[config.mk]
export PLATFORM = sky130hd
export DESIGN_NAME = psseq_top
export DESIGN_NICKNAME = d
export VERILOG_FILES = /design/src/logic/psseq_pkg.sv /design/src/logic/psseq_sync.sv /design/src/logic/psseq_top.sv
export SDC_FILE = /design/constraint.sdc
export NUM_CORES = 1
export LEC_CHECK = 0
export ABC_AREA = 1
export BUFFER_PORTS_ARGS = -buffer_cell sky130_fd_sc_hd__buf_2
export CORE_UTILIZATION = 50
export CTS_CLUSTER_SIZE = 25
export DETAILED_ROUTE_END_ITERATION = 7
export PLACE_DENSITY_LB_ADDON = 0.25
export SLEW_MARGIN = 20
export SYNTH_ARGS = -nofsm -noshare
export SYNTH_HDL_FRONTEND = slang
export SYNTH_SLANG_ARGS = --single-unit
[constraint.sdc]
create_clock -name clk_i -period 3.5 [get_ports clk_i]
set_input_delay 0.175 -clock clk_i [delete_from_list [all_inputs] [get_ports clk_i]]
set_output_delay 0.175 -clock clk_i [all_outputs]
set_load 0.01 [all_outputs]
[src/logic/psseq_pkg.sv]
package psseq_pkg;

  // Sequenced items: 14 converters and regulators, then clock output and power enable
  localparam int NITEM = 16;
  localparam int NREG = 14;
  localparam int OFFREG_BIT = 13;
  localparam int CLOCK_OUTPUT_BIT = 14;
  localparam int EXT_POWER_ENABLE_BIT = 15;
  localparam logic [15:0] REG_MASK = 16'h3FFF;
  localparam logic [15:0] OFFREG_MASK = 16'h2000;

  // Slot codes: 0 means no slot, 1 to 5 select a timeslot
  localparam logic [2:0] SLOT_NONE = 3'h0;
  localparam logic [2:0] SLOT_FIRST = 3'h1;
  localparam logic [2:0] SLOT_LAST = 3'h5;
  localparam logic [2:0] SLOT_MIRROR = 3'h6;

  // System status register
  localparam logic [15:0] SYSTEM_STATUS_OFFSET = 16'h400D;
  localparam logic [15:0] SYSTEM_STATUS_RESET = 16'h0000;
  localparam int STATE_LSB = 0;
  localparam int STATE_W = 5;

  // Transition delay selector codes
  localparam logic [1:0] DLY_SEL_RESET = 2'h2;
  localparam logic [1:0] DLY_SEL_1MS = 2'h2;
  localparam logic [1:0] DLY_SEL_10MS = 2'h3;

  // Timing, in the printed units, and derived cycle counts
  localparam int CLK_MHZ = 100;
  localparam int SLOT_TIME_US = 2000;
  localparam int DLY_SHORT_US = 1000;
  localparam int DLY_LONG_US = 10000;
  localparam int FAIL_TIME_MS = 2000;
  localparam int SLOT_CYCLES = SLOT_TIME_US * CLK_MHZ;
  localparam int DLY_SHORT_CYCLES = DLY_SHORT_US * CLK_MHZ;
  localparam int DLY_LONG_CYCLES = DLY_LONG_US * CLK_MHZ;
  localparam int FAIL_CYCLES = FAIL_TIME_MS * 1000 * CLK_MHZ;
  localparam int CNT_W = 20;
  localparam int FAIL_W = 28;

  // Main state; status readback shows these codes directly
  typedef enum logic [4:0] {
    ST_OFF      = 5'h00,
    ST_NOPWR    = 5'h01,
    ST_BACKUP   = 5'h02,
    ST_PROG     = 5'h0B,
    ST_SEQ_ON   = 5'h10,
    ST_SEQ_OFF  = 5'h11,
    ST_SEQ_SLP  = 5'h12,
    ST_SEQ_WAKE = 5'h13,
    ST_DLY_OFF  = 5'h14,
    ST_DLY_SLP  = 5'h15,
    ST_DLY_WAKE = 5'h16,
    ST_SLEEP    = 5'h1C,
    ST_ON       = 5'h1F
  } psseq_state_t;

  typedef logic [NITEM-1:0][2:0] psseq_slots_t;

  typedef struct packed {
    logic prog_exit;
    logic prog_enter;
    logic wake;
    logic sleep;
    logic off;
    logic on;
  } psseq_evt_t;

  typedef struct packed {
    logic por_ok;
    logic dev_ok;
    logic sys_ok;
  } psseq_supply_t;

  typedef struct packed {
    logic [1:0] delay_sel;
    logic off_reg_keep;
    logic unclocked_backup;
    logic boost_sw_en;
  } psseq_cfg_t;

  typedef struct packed {
    logic backup;
    logic sleep;
    logic on;
    logic off;
  } psseq_trans_t;

endpackage

[src/logic/psseq_sync.sv]
`timescale 1ns/10ps

module psseq_sync #(
  parameter int W = 1
) (
  // Clock and reset
  input wire logic clk_i,
  input wire logic reset_n_i,
  // Asynchronous levels in, synchronised levels out
  input wire logic [W-1:0] async_i,
  output logic [W-1:0] sync_o
);

  logic [W-1:0] meta_reg;
  logic [W-1:0] sync_reg;

  // First stage is read by the second stage only
  always_ff @(posedge clk_i) begin
    if (!reset_n_i) begin
      meta_reg <= '0;
      sync_reg <= '0;
    end else begin
      meta_reg <= async_i;
      sync_reg <= meta_reg;
    end
  end

  assign sync_o = sync_reg;

endmodule

[src/logic/psseq_top.sv]
`timescale 1ns/10ps

// Contract
// - Six main power states are implemented
// - No power: everything disabled, registers lost
// - Off: RTC runs, reset low, regulators off except item 13 when off_reg_keep is set
// - Sleep entry and exit run configured sequence
// - Backup: all off, keep RTC, oscillator, scratch
// - Selectable unclocked backup freezes the RTC
// - Core supply below POR means no power
// - Core supply below reset threshold means backup
// - Off from sleep disables everything at once except item 13 when off_reg_keep is set
// - Five-bit state readback with fixed codes
// - Flag completed entry to backup/sleep/on/off
// - Sequences are five slots of 2ms
// - Slot waits for selected items' power good
// - Off, sleep, wake wait the transition delay
// - Regulators take one on-sequence slot each
// - Clock output and power enables slot too
// - On sequence needs supply above threshold
// - Off sequence reverses on-sequence slots
// - Sleep sequence disables items in sleep slots
// - Wake re-enables sleep-slot items in reverse
// - Delay selector: 2 bits, reset 10, 1ms/10ms
// - On sequence over 2s forces failed off
// - Off event drops unslotted regulators immediately, except item 13 when off_reg_keep is set
module psseq_top #(
  parameter int SLOT_CYCLES = psseq_pkg::SLOT_CYCLES,
  parameter int DLY_SHORT_CYCLES = psseq_pkg::DLY_SHORT_CYCLES,
  parameter int DLY_LONG_CYCLES = psseq_pkg::DLY_LONG_CYCLES,
  parameter int FAIL_CYCLES = psseq_pkg::FAIL_CYCLES
) (
  // Clock and reset
  input wire logic clk_i,
  input wire logic reset_n_i,
  // Supply comparators and event pins, asynchronous
  input wire psseq_pkg::psseq_supply_t supply_i,
  input wire psseq_pkg::psseq_evt_t evt_i,
  input wire logic [psseq_pkg::NITEM-1:0] pgood_i,
  // Configuration from the register map, same clock
  input wire psseq_pkg::psseq_cfg_t cfg_i,
  input wire psseq_pkg::psseq_slots_t on_slot_i,
  input wire psseq_pkg::psseq_slots_t sleep_slot_i,
  input wire logic [psseq_pkg::NITEM-1:0] sw_en_i,
  // Enables toward regulators, clock output and power-enable pins
  output logic [psseq_pkg::NITEM-1:0] item_en_o,
  output logic boost_en_o,
  // Always-on domain controls
  output logic reset_out_n_o,
  output logic rtc_run_o,
  output logic osc_run_o,
  output logic func_reset_o,
  // Status and transition flags
  output logic [15:0] system_status_o,
  output psseq_pkg::psseq_trans_t trans_o,
  output logic seq_fail_o
);

  ////////////////////////////////////////////////////////////////////////////
  // Helpers

  // Items assigned to a given slot in a slot table
  function automatic logic [psseq_pkg::NITEM-1:0] slot_mask(
    input psseq_pkg::psseq_slots_t tbl,
    input logic [2:0] slot
  );
    logic [psseq_pkg::NITEM-1:0] m;
    m = '0;
    for (int i = 0; i < psseq_pkg::NITEM; i++) begin
      m[i] = (tbl[i] == slot);
    end
    return m;
  endfunction

  // Items holding any slot in a slot table
  function automatic logic [psseq_pkg::NITEM-1:0] slotted(
    input psseq_pkg::psseq_slots_t tbl
  );
    logic [psseq_pkg::NITEM-1:0] m;
    m = '0;
    for (int i = 0; i < psseq_pkg::NITEM; i++) begin
      m[i] = (tbl[i] != psseq_pkg::SLOT_NONE);
    end
    return m;
  endfunction

  ////////////////////////////////////////////////////////////////////////////
  // Input synchronisation

  localparam int SYNC_W = 3 + 6 + psseq_pkg::NITEM;

  logic [SYNC_W-1:0] sync_w;
  psseq_pkg::psseq_supply_t sup_s;
  psseq_pkg::psseq_supply_t sup_low_s;
  psseq_pkg::psseq_evt_t evt_s;
  logic [psseq_pkg::NITEM-1:0] pgood_s;

  psseq_sync #(
    .W(SYNC_W)
  ) u_sync (
    .clk_i(clk_i),
    .reset_n_i(reset_n_i),
    .async_i({~supply_i, evt_i, pgood_i}),
    .sync_o(sync_w)
  );

  // Supplies cross inverted, so a cleared synchroniser reads as healthy after reset
  assign {sup_low_s, evt_s, pgood_s} = sync_w;
  assign sup_s = ~sup_low_s;

  ////////////////////////////////////////////////////////////////////////////
  // Registers

  psseq_pkg::psseq_state_t state_reg, state_next;
  psseq_pkg::psseq_evt_t evt_prev_reg;
  logic [2:0] slot_reg, slot_next;
  logic [psseq_pkg::CNT_W-1:0] cnt_reg, cnt_next;
  logic [psseq_pkg::FAIL_W-1:0] fail_cnt_reg, fail_cnt_next;
  logic [psseq_pkg::NITEM-1:0] en_reg, en_next;
  logic fail_reg, fail_next;
  logic boost_reg;
  logic reset_out_n_reg;
  logic rtc_run_reg;
  logic osc_run_reg;
  logic func_reset_reg;
  logic [15:0] status_reg;
  psseq_pkg::psseq_trans_t trans_reg, trans_next;

  ////////////////////////////////////////////////////////////////////////////
  // Event edges and sequence decode

  psseq_pkg::psseq_evt_t evt_p;
  assign evt_p = evt_s & ~evt_prev_reg;

  wire seq_on = (state_reg == psseq_pkg::ST_SEQ_ON);
  wire seq_off = (state_reg == psseq_pkg::ST_SEQ_OFF);
  wire seq_slp = (state_reg == psseq_pkg::ST_SEQ_SLP);
  wire seq_wake = (state_reg == psseq_pkg::ST_SEQ_WAKE);
  wire seq_active = seq_on | seq_off | seq_slp | seq_wake;
  wire seq_enable = seq_on | seq_wake;
  wire seq_reverse = seq_off | seq_wake;
  wire seq_sleep_tbl = seq_slp | seq_wake;

  wire [2:0] cur_slot = seq_reverse ? 3'(psseq_pkg::SLOT_MIRROR - slot_reg) : slot_reg;
  wire psseq_pkg::psseq_slots_t cur_tbl = seq_sleep_tbl ? sleep_slot_i : on_slot_i;
  wire [psseq_pkg::NITEM-1:0] cur_mask = slot_mask(cur_tbl, cur_slot);

  // Only converters and regulators report power good; logic outputs need no wait
  wire [psseq_pkg::NITEM-1:0] wait_mask = cur_mask & psseq_pkg::REG_MASK;
  wire pgood_met = !seq_enable || ((pgood_s & wait_mask) == wait_mask);
  wire slot_time_up = (cnt_reg >= psseq_pkg::CNT_W'(SLOT_CYCLES - 1));
  wire slot_done = seq_active && slot_time_up && pgood_met;
  wire seq_done = slot_done && (slot_reg == psseq_pkg::SLOT_LAST);

  // Delay before off, sleep and wake sequences
  wire [psseq_pkg::CNT_W-1:0] dly_target =
    (cfg_i.delay_sel == psseq_pkg::DLY_SEL_10MS) ? psseq_pkg::CNT_W'(DLY_LONG_CYCLES) :
    (cfg_i.delay_sel == psseq_pkg::DLY_SEL_1MS) ? psseq_pkg::CNT_W'(DLY_SHORT_CYCLES) :
    '0;
  wire dly_done = (cnt_reg >= dly_target);

  wire fail_hit = seq_on && (fail_cnt_reg >= psseq_pkg::FAIL_W'(FAIL_CYCLES - 1));

  wire [psseq_pkg::NITEM-1:0] on_slotted = slotted(on_slot_i);
  wire [psseq_pkg::NITEM-1:0] off_keep =
    cfg_i.off_reg_keep ? psseq_pkg::OFFREG_MASK : '0;

  ////////////////////////////////////////////////////////////////////////////
  // Main state machine

  always_comb begin
    state_next = state_reg;
    slot_next = slot_reg;
    cnt_next = cnt_reg + psseq_pkg::CNT_W'(1);
    fail_cnt_next = '0;
    en_next = en_reg;
    fail_next = fail_reg;
    case (state_reg)
      psseq_pkg::ST_NOPWR: begin
        state_next = psseq_pkg::ST_OFF;
        en_next = '0;
        fail_next = 1'b0;
      end
      psseq_pkg::ST_BACKUP: begin
        en_next = '0;
        fail_next = 1'b0;
        state_next = psseq_pkg::ST_OFF;
      end
      psseq_pkg::ST_OFF: begin
        en_next = off_keep;
        if (evt_p.prog_enter) begin
          state_next = psseq_pkg::ST_PROG;
        end else if (evt_p.on && sup_s.sys_ok) begin
          // On sequence starts without any transition delay
          state_next = psseq_pkg::ST_SEQ_ON;
          slot_next = psseq_pkg::SLOT_FIRST;
          cnt_next = '0;
          fail_next = 1'b0;
        end
      end
      psseq_pkg::ST_PROG: begin
        en_next = '0;
        if (evt_p.prog_exit) begin
          state_next = psseq_pkg::ST_OFF;
        end
      end
      psseq_pkg::ST_ON: begin
        // Unslotted items stay under software enable while on
        en_next = (en_reg & on_slotted) | (sw_en_i & ~on_slotted);
        if (evt_p.off) begin
          state_next = psseq_pkg::ST_DLY_OFF;
          en_next = en_reg & (on_slotted | off_keep);
          cnt_next = '0;
        end else if (evt_p.sleep) begin
          state_next = psseq_pkg::ST_DLY_SLP;
          cnt_next = '0;
        end
      end
      psseq_pkg::ST_SLEEP: begin
        if (evt_p.off) begin
          state_next = psseq_pkg::ST_OFF;
          en_next = off_keep;
        end else if (evt_p.wake) begin
          state_next = psseq_pkg::ST_DLY_WAKE;
          cnt_next = '0;
        end
      end
      psseq_pkg::ST_DLY_OFF, psseq_pkg::ST_DLY_SLP, psseq_pkg::ST_DLY_WAKE: begin
        if (dly_done) begin
          slot_next = psseq_pkg::SLOT_FIRST;
          cnt_next = '0;
          if (state_reg == psseq_pkg::ST_DLY_OFF) begin
            state_next = psseq_pkg::ST_SEQ_OFF;
          end else if (state_reg == psseq_pkg::ST_DLY_SLP) begin
            state_next = psseq_pkg::ST_SEQ_SLP;
          end else begin
            state_next = psseq_pkg::ST_SEQ_WAKE;
          end
        end
      end
      psseq_pkg::ST_SEQ_ON, psseq_pkg::ST_SEQ_OFF,
      psseq_pkg::ST_SEQ_SLP, psseq_pkg::ST_SEQ_WAKE: begin
        // Events are not looked at here, so only the failure timeout or a supply drop ends a sequence early
        fail_cnt_next = fail_cnt_reg + psseq_pkg::FAIL_W'(1);
        if (seq_enable) begin
          en_next = en_reg | cur_mask;
        end else begin
          en_next = en_reg & ~cur_mask;
        end
        if (fail_hit) begin
          state_next = psseq_pkg::ST_OFF;
          en_next = '0;
          fail_next = 1'b1;
        end else if (slot_done) begin
          cnt_next = '0;
          slot_next = slot_reg + 3'h1;
          if (seq_done) begin
            if (seq_on || seq_wake) begin
              state_next = psseq_pkg::ST_ON;
            end else if (seq_slp) begin
              state_next = psseq_pkg::ST_SLEEP;
            end else begin
              state_next = psseq_pkg::ST_OFF;
            end
          end
        end
      end
      default: begin
        state_next = psseq_pkg::ST_OFF;
        en_next = '0;
      end
    endcase
    // Supply thresholds override everything else
    if (!sup_s.por_ok) begin
      state_next = psseq_pkg::ST_NOPWR;
      en_next = '0;
      fail_next = 1'b0;
    end else if (!sup_s.dev_ok) begin
      state_next = psseq_pkg::ST_BACKUP;
      en_next = '0;
    end
  end

  // Completed arrival in a settled state
  wire entering = (state_next != state_reg);
  always_comb begin
    trans_next.backup = entering && (state_next == psseq_pkg::ST_BACKUP);
    trans_next.sleep = entering && (state_next == psseq_pkg::ST_SLEEP);
    trans_next.on = entering && (state_next == psseq_pkg::ST_ON);
    trans_next.off = entering && (state_next == psseq_pkg::ST_OFF);
  end

  ////////////////////////////////////////////////////////////////////////////
  // Output decode

  // Reset pin held low until the on sequence has completed
  wire rst_out_next = !(state_next inside {psseq_pkg::ST_OFF, psseq_pkg::ST_NOPWR,
    psseq_pkg::ST_BACKUP, psseq_pkg::ST_PROG, psseq_pkg::ST_SEQ_ON});
  wire rtc_next = (state_next == psseq_pkg::ST_BACKUP) ? !cfg_i.unclocked_backup :
    (state_next != psseq_pkg::ST_NOPWR);
  wire osc_next = (state_next != psseq_pkg::ST_NOPWR);
  wire func_rst_next = (state_next == psseq_pkg::ST_NOPWR) ||
    (state_next == psseq_pkg::ST_BACKUP);
  // Boost converter never takes a slot: software enable, on state only
  wire boost_next = (state_next == psseq_pkg::ST_ON) && cfg_i.boost_sw_en;
  wire [15:0] status_next = 16'(state_next) << psseq_pkg::STATE_LSB;

  ////////////////////////////////////////////////////////////////////////////
  // Flip-flops

  always_ff @(posedge clk_i) begin
    if (!reset_n_i) begin
      state_reg <= psseq_pkg::ST_OFF;
      slot_reg <= psseq_pkg::SLOT_FIRST;
      cnt_reg <= '0;
      fail_cnt_reg <= '0;
      en_reg <= '0;
      fail_reg <= 1'b0;
      evt_prev_reg <= '0;
      trans_reg <= '0;
    end else begin
      state_reg <= state_next;
      slot_reg <= slot_next;
      cnt_reg <= cnt_next;
      fail_cnt_reg <= fail_cnt_next;
      en_reg <= en_next;
      fail_reg <= fail_next;
      evt_prev_reg <= evt_s;
      trans_reg <= trans_next;
    end
  end

  always_ff @(posedge clk_i) begin
    if (!reset_n_i) begin
      boost_reg <= 1'b0;
      reset_out_n_reg <= 1'b0;
      rtc_run_reg <= 1'b1;
      osc_run_reg <= 1'b1;
      func_reset_reg <= 1'b0;
      status_reg <= psseq_pkg::SYSTEM_STATUS_RESET;
    end else begin
      boost_reg <= boost_next;
      reset_out_n_reg <= rst_out_next;
      rtc_run_reg <= rtc_next;
      osc_run_reg <= osc_next;
      func_reset_reg <= func_rst_next;
      status_reg <= status_next;
    end
  end

  assign item_en_o = en_reg;
  assign boost_en_o = boost_reg;
  assign reset_out_n_o = reset_out_n_reg;
  assign rtc_run_o = rtc_run_reg;
  assign osc_run_o = osc_run_reg;
  assign func_reset_o = func_reset_reg;
  assign system_status_o = status_reg;
  assign trans_o = trans_reg;
  assign seq_fail_o = fail_reg;

endmodule

==> out/qor.txt <==
hpwl dp: 17.71 mm
actual slew at the worst max-slew pin: 0.6472 ns
synthesized flop and latch total: 134
Hold Path End: item_en_o[15]
DR iter-0 viols: 767
R2R Path End: item_en_o[13]
# fillers: 1533
Largest register FFs: 28
Synth Cell Area: 0.008386 mm^2
RSZ-0062 raised after global routing: no
Starting Density: 0.5203
Worst Reg-to-Reg Cells: 18
Setup crit end kind: flop
Cells after Synth: 1353
EDFF count, synth: 0
clock buffer count from CTS: 17
library cells used by synthesis: 53
Overflow after GRT: 0
routed len/inst: 13.70 um
DIE AREA: 0.01729 mm^2
clock power share: 0.452
Syn Area/Cell: 6.198 um^2
crit share post-route: 0.9132
final core utilization: 0.6384
Critical Path Start Type: flop
die width: 131.5 um
routability cong.: 0.9017
Routed WL: 24.39 mm
ys async rst share: 0
Max Clk Rate: 312.9 MHz
skew final: 0.008941 ns
Net Switching: 1.224 mW
DR DRC count: 0
overall power: 4.126 mW
power per cell area: 401.0 mW/mm^2
I/O Pins: 186
Critical R2R Launch: fail_cnt_reg[0]
Sw Ratio: 0.2967
clock transition at the registers of the reported paths: 0.07 ns
post-synthesis sequential area ratio: 0.3199
via count: 9020
count of final hold-check violations: 0
CTS tree: built
# rows: 46
postcts setup bufs: 0
Sink Count: 134
setup tns final: 0 ns
Via density: 5.067
Core ar.: 0.01612 mm^2
worst hold start: sw_en_i[15]
share of cells above drive strength 1: 0.1665
VDD IR max: 0.5567 mV
Max Slew Vio Count: 0
dominant register cell in the synthesized netlist: dfxtp_1
nets: 1709
final instance area: 0.01029 mm^2
WHS Path Cells: 5
Pint: 2.901 mW
status: finished, final reports clean
Ys Warns: 0
Arrival @ worst endpoint: 3.55 ns
CP Class: flop to flop
first-pass GRT wire length: 39.19 mm
Slew headroom: 0.5652
Combinational Power Share: 0.163
leakage: 5.772 nW
max-cap violations: 0
Tmin final: 3.196 ns
die height: 131.5 um
antenna violations before repair: 4
Worst Hold Slack: 0.1359 ns
placed cell areas: 0.009413 mm^2
clock latency on the worst-skew pair: 0.43 ns
pin count of the biggest net entering global routing: 57
DR pass1 iterations: 6
Detail Route Antenna Nets: 0
sequential power share: 0.386
Overall Global Routing Usage: 0.2832
H-tree depth: 4
setup slack, reg-to-reg: 0.30 ns
clock buffer depth: 2
Worst EP required: 3.85 ns
synthesis-to-finish area growth: 22.69%
PortBufs: 172
hold crit path type: primary input to flop
vias in the first global route: 8403
# setup viols final: 0
Worst Path Max Fanout: 13
Root Buffer: clkbuf_16
kinds of logic (layout without fill, tap and decap cells):
logic type / count (synthesis) / count (layout) / share of synthesized area
AOI/OAI and AO/OA: 146 / 146 / 0.1007
xor gates and xnor gates: 19 / 19 / 0.01984
adders and majority gates: 16 / 16 / 0.02387
buffers and inverters: 314 / 513 / 0.1532
DFF: 134 / 134 / 0.3199
muxes: 6 / 6 / 0.007162
other: 1 / 13 / 0.0004472
and+or+nand+nor: 717 / 717 / 0.3748
what timing repair did:
action / 4_1_cts / 5_1_grt
hold buffers: 25 / 0
pin swaps: 0 / 1
setup endpoints to repair: 1 / 9
resized for setup: 1 / 1
hold endpoints to repair: 25 / 0
layout make-up:
type | instances | area, um^2 | area share
multi-input cells | 915 | 4459 | 0.4334
flip-flops and latches | 134 | 2684 | 0.2609
repair buffers | 217 | 1261 | 0.1226
inverters | 264 | 993.5 | 0.09656
clock buffers | 17 | 425.4 | 0.04135
well taps | 216 | 270.3 | 0.02627
clock inverters | 15 | 190.2 | 0.01848
diodes | 2 | 5.005 | 0.0004864
metal layers:
metal  track usage  vias up  part of all wire
met4       0.09561        4             0.018
met1        0.3443     4015              0.42
met3       0.07793       40             0.090
met5             0        -            0.0011
met2        0.4782      347              0.47
li1              -     4614                 -
worst max-delay path, stage by stage (launching register included):
cell and delay (ns):
dfxtp_1 0.35, ha_1 0.22, nand2_1 0.08, nor2_1 0.06, nand2_1 0.06, nor2_1 0.05, nand2_1 0.07, nor2_1 0.05
nand2_1 0.11, nand2_1 0.10, o211ai_1 0.16, nand3_1 0.08, nand2_1 0.06, nand2_1 0.06, a21oi_2 0.48, inv_1 0.45
o311ai_0 0.41, nand2_1 0.08, a21boi_0 0.16
worst max path at each step:
| stage | from | endpoint | slack [ns] | depth (start not counted) |
|---|---|---|---|---|
| after global placement | fail_cnt_reg[0] | item_en_o[13] | 0.05 | 18 |
| after global routing | fail_cnt_reg[0] | fail_cnt_reg[24] | 0.0006 | 18 |
| after CTS | system_status_o[3] | trans_o[1] | 0.26 | 22 |
| after detailed placement | fail_cnt_reg[0] | item_en_o[13] | -0.02 | 18 |
| final | fail_cnt_reg[0] | item_en_o[13] | 0.30 | 18 |
| after floorplan | system_status_o[4] | trans_o[1] | 0.87 | 24 |
synth_stat cells (all sizes together), types with 2 or more instances:
| library cell | number | area [um^2] |
|---|---|---|
| nor4b | 2 | 17.52 |
| dfxtp | 134 | 2683 |
| or2 | 8 | 50.05 |
| clkbuf | 19 | 71.32 |
| nand2 | 427 | 1628 |
| nor3 | 37 | 200.2 |
| ha | 16 | 200.2 |
| a21oi | 50 | 250.2 |
| inv | 262 | 985.9 |
| o221ai | 15 | 131.4 |
| o21ai | 60 | 304.0 |
| nand3 | 90 | 473.0 |
| o211ai | 6 | 45.04 |
| nand4 | 36 | 240.2 |
| o311ai | 2 | 17.52 |
| nand3b | 9 | 67.56 |
| nor3b | 4 | 35.03 |
| a211oi | 2 | 15.01 |
| a31oi | 3 | 18.77 |
| mux2i | 6 | 60.06 |
| xor2 | 11 | 96.34 |
| nor4 | 2 | 12.51 |
| buf | 31 | 220.2 |
| xnor2 | 8 | 70.07 |
| a22oi | 3 | 22.52 |
| nor2 | 101 | 412.9 |
| clkinv | 2 | 7.510 |
power groups by stage:
stage | Sequential [mW] | Clock (mW) | Combinational (mW)
global route | 1.59 | 1.95 | 0.751
floorplan | 1.62 | 0 | 0.428
finish | 1.59 | 1.86 | 0.671
CTS | 1.59 | 1.89 | 0.660
global placement | 1.62 | 0 | 0.624
detailed placement | 1.62 | 0 | 0.634
per-stage QoR:
step	instances	setup WS [ns]
6_report	1780	0.3040
5_1_grt	1779	0.0005742
4_1_cts	1778	0.2574
3_5_place_dp	1721	-0.02484
3_3_place_gp	1721	0.04639
2_1_floorplan	1363	0.8707
cell usage in the layout (no fill, tap or decap), drive strengths merged:
cell / Yosys / routed
a21oi: 50 / 50
nor2: 101 / 101
nor4: 2 / 2
o21ai: 60 / 60
nand4: 36 / 36
inv: 262 / 268
xnor2: 8 / 8
o31ai: 1 / 1
o311ai: 2 / 2
buf: 31 / 192
nand3: 90 / 90
clkinvlp: 0 / 3
a31oi: 3 / 3
ha: 16 / 16
diode: 0 / 2
o211ai: 6 / 6
nor4b: 2 / 2
xor2: 11 / 11
o22ai: 1 / 1
nand2: 427 / 427
conb: 1 / 11
bufinv: 0 / 2
clkinv: 2 / 6
dfxtp: 134 / 134
and2: 1 / 1
nand3b: 9 / 9
dlygate4sd3: 0 / 25
a21boi: 1 / 1
or2: 8 / 8
clkbuf: 19 / 17
nor3b: 4 / 4
a311oi: 1 / 1
a211oi: 2 / 2
o211a: 1 / 1
a22oi: 3 / 3
mux2i: 6 / 6
nor3: 37 / 37
o221ai: 15 / 15
Power figures use the tool's default switching activity.
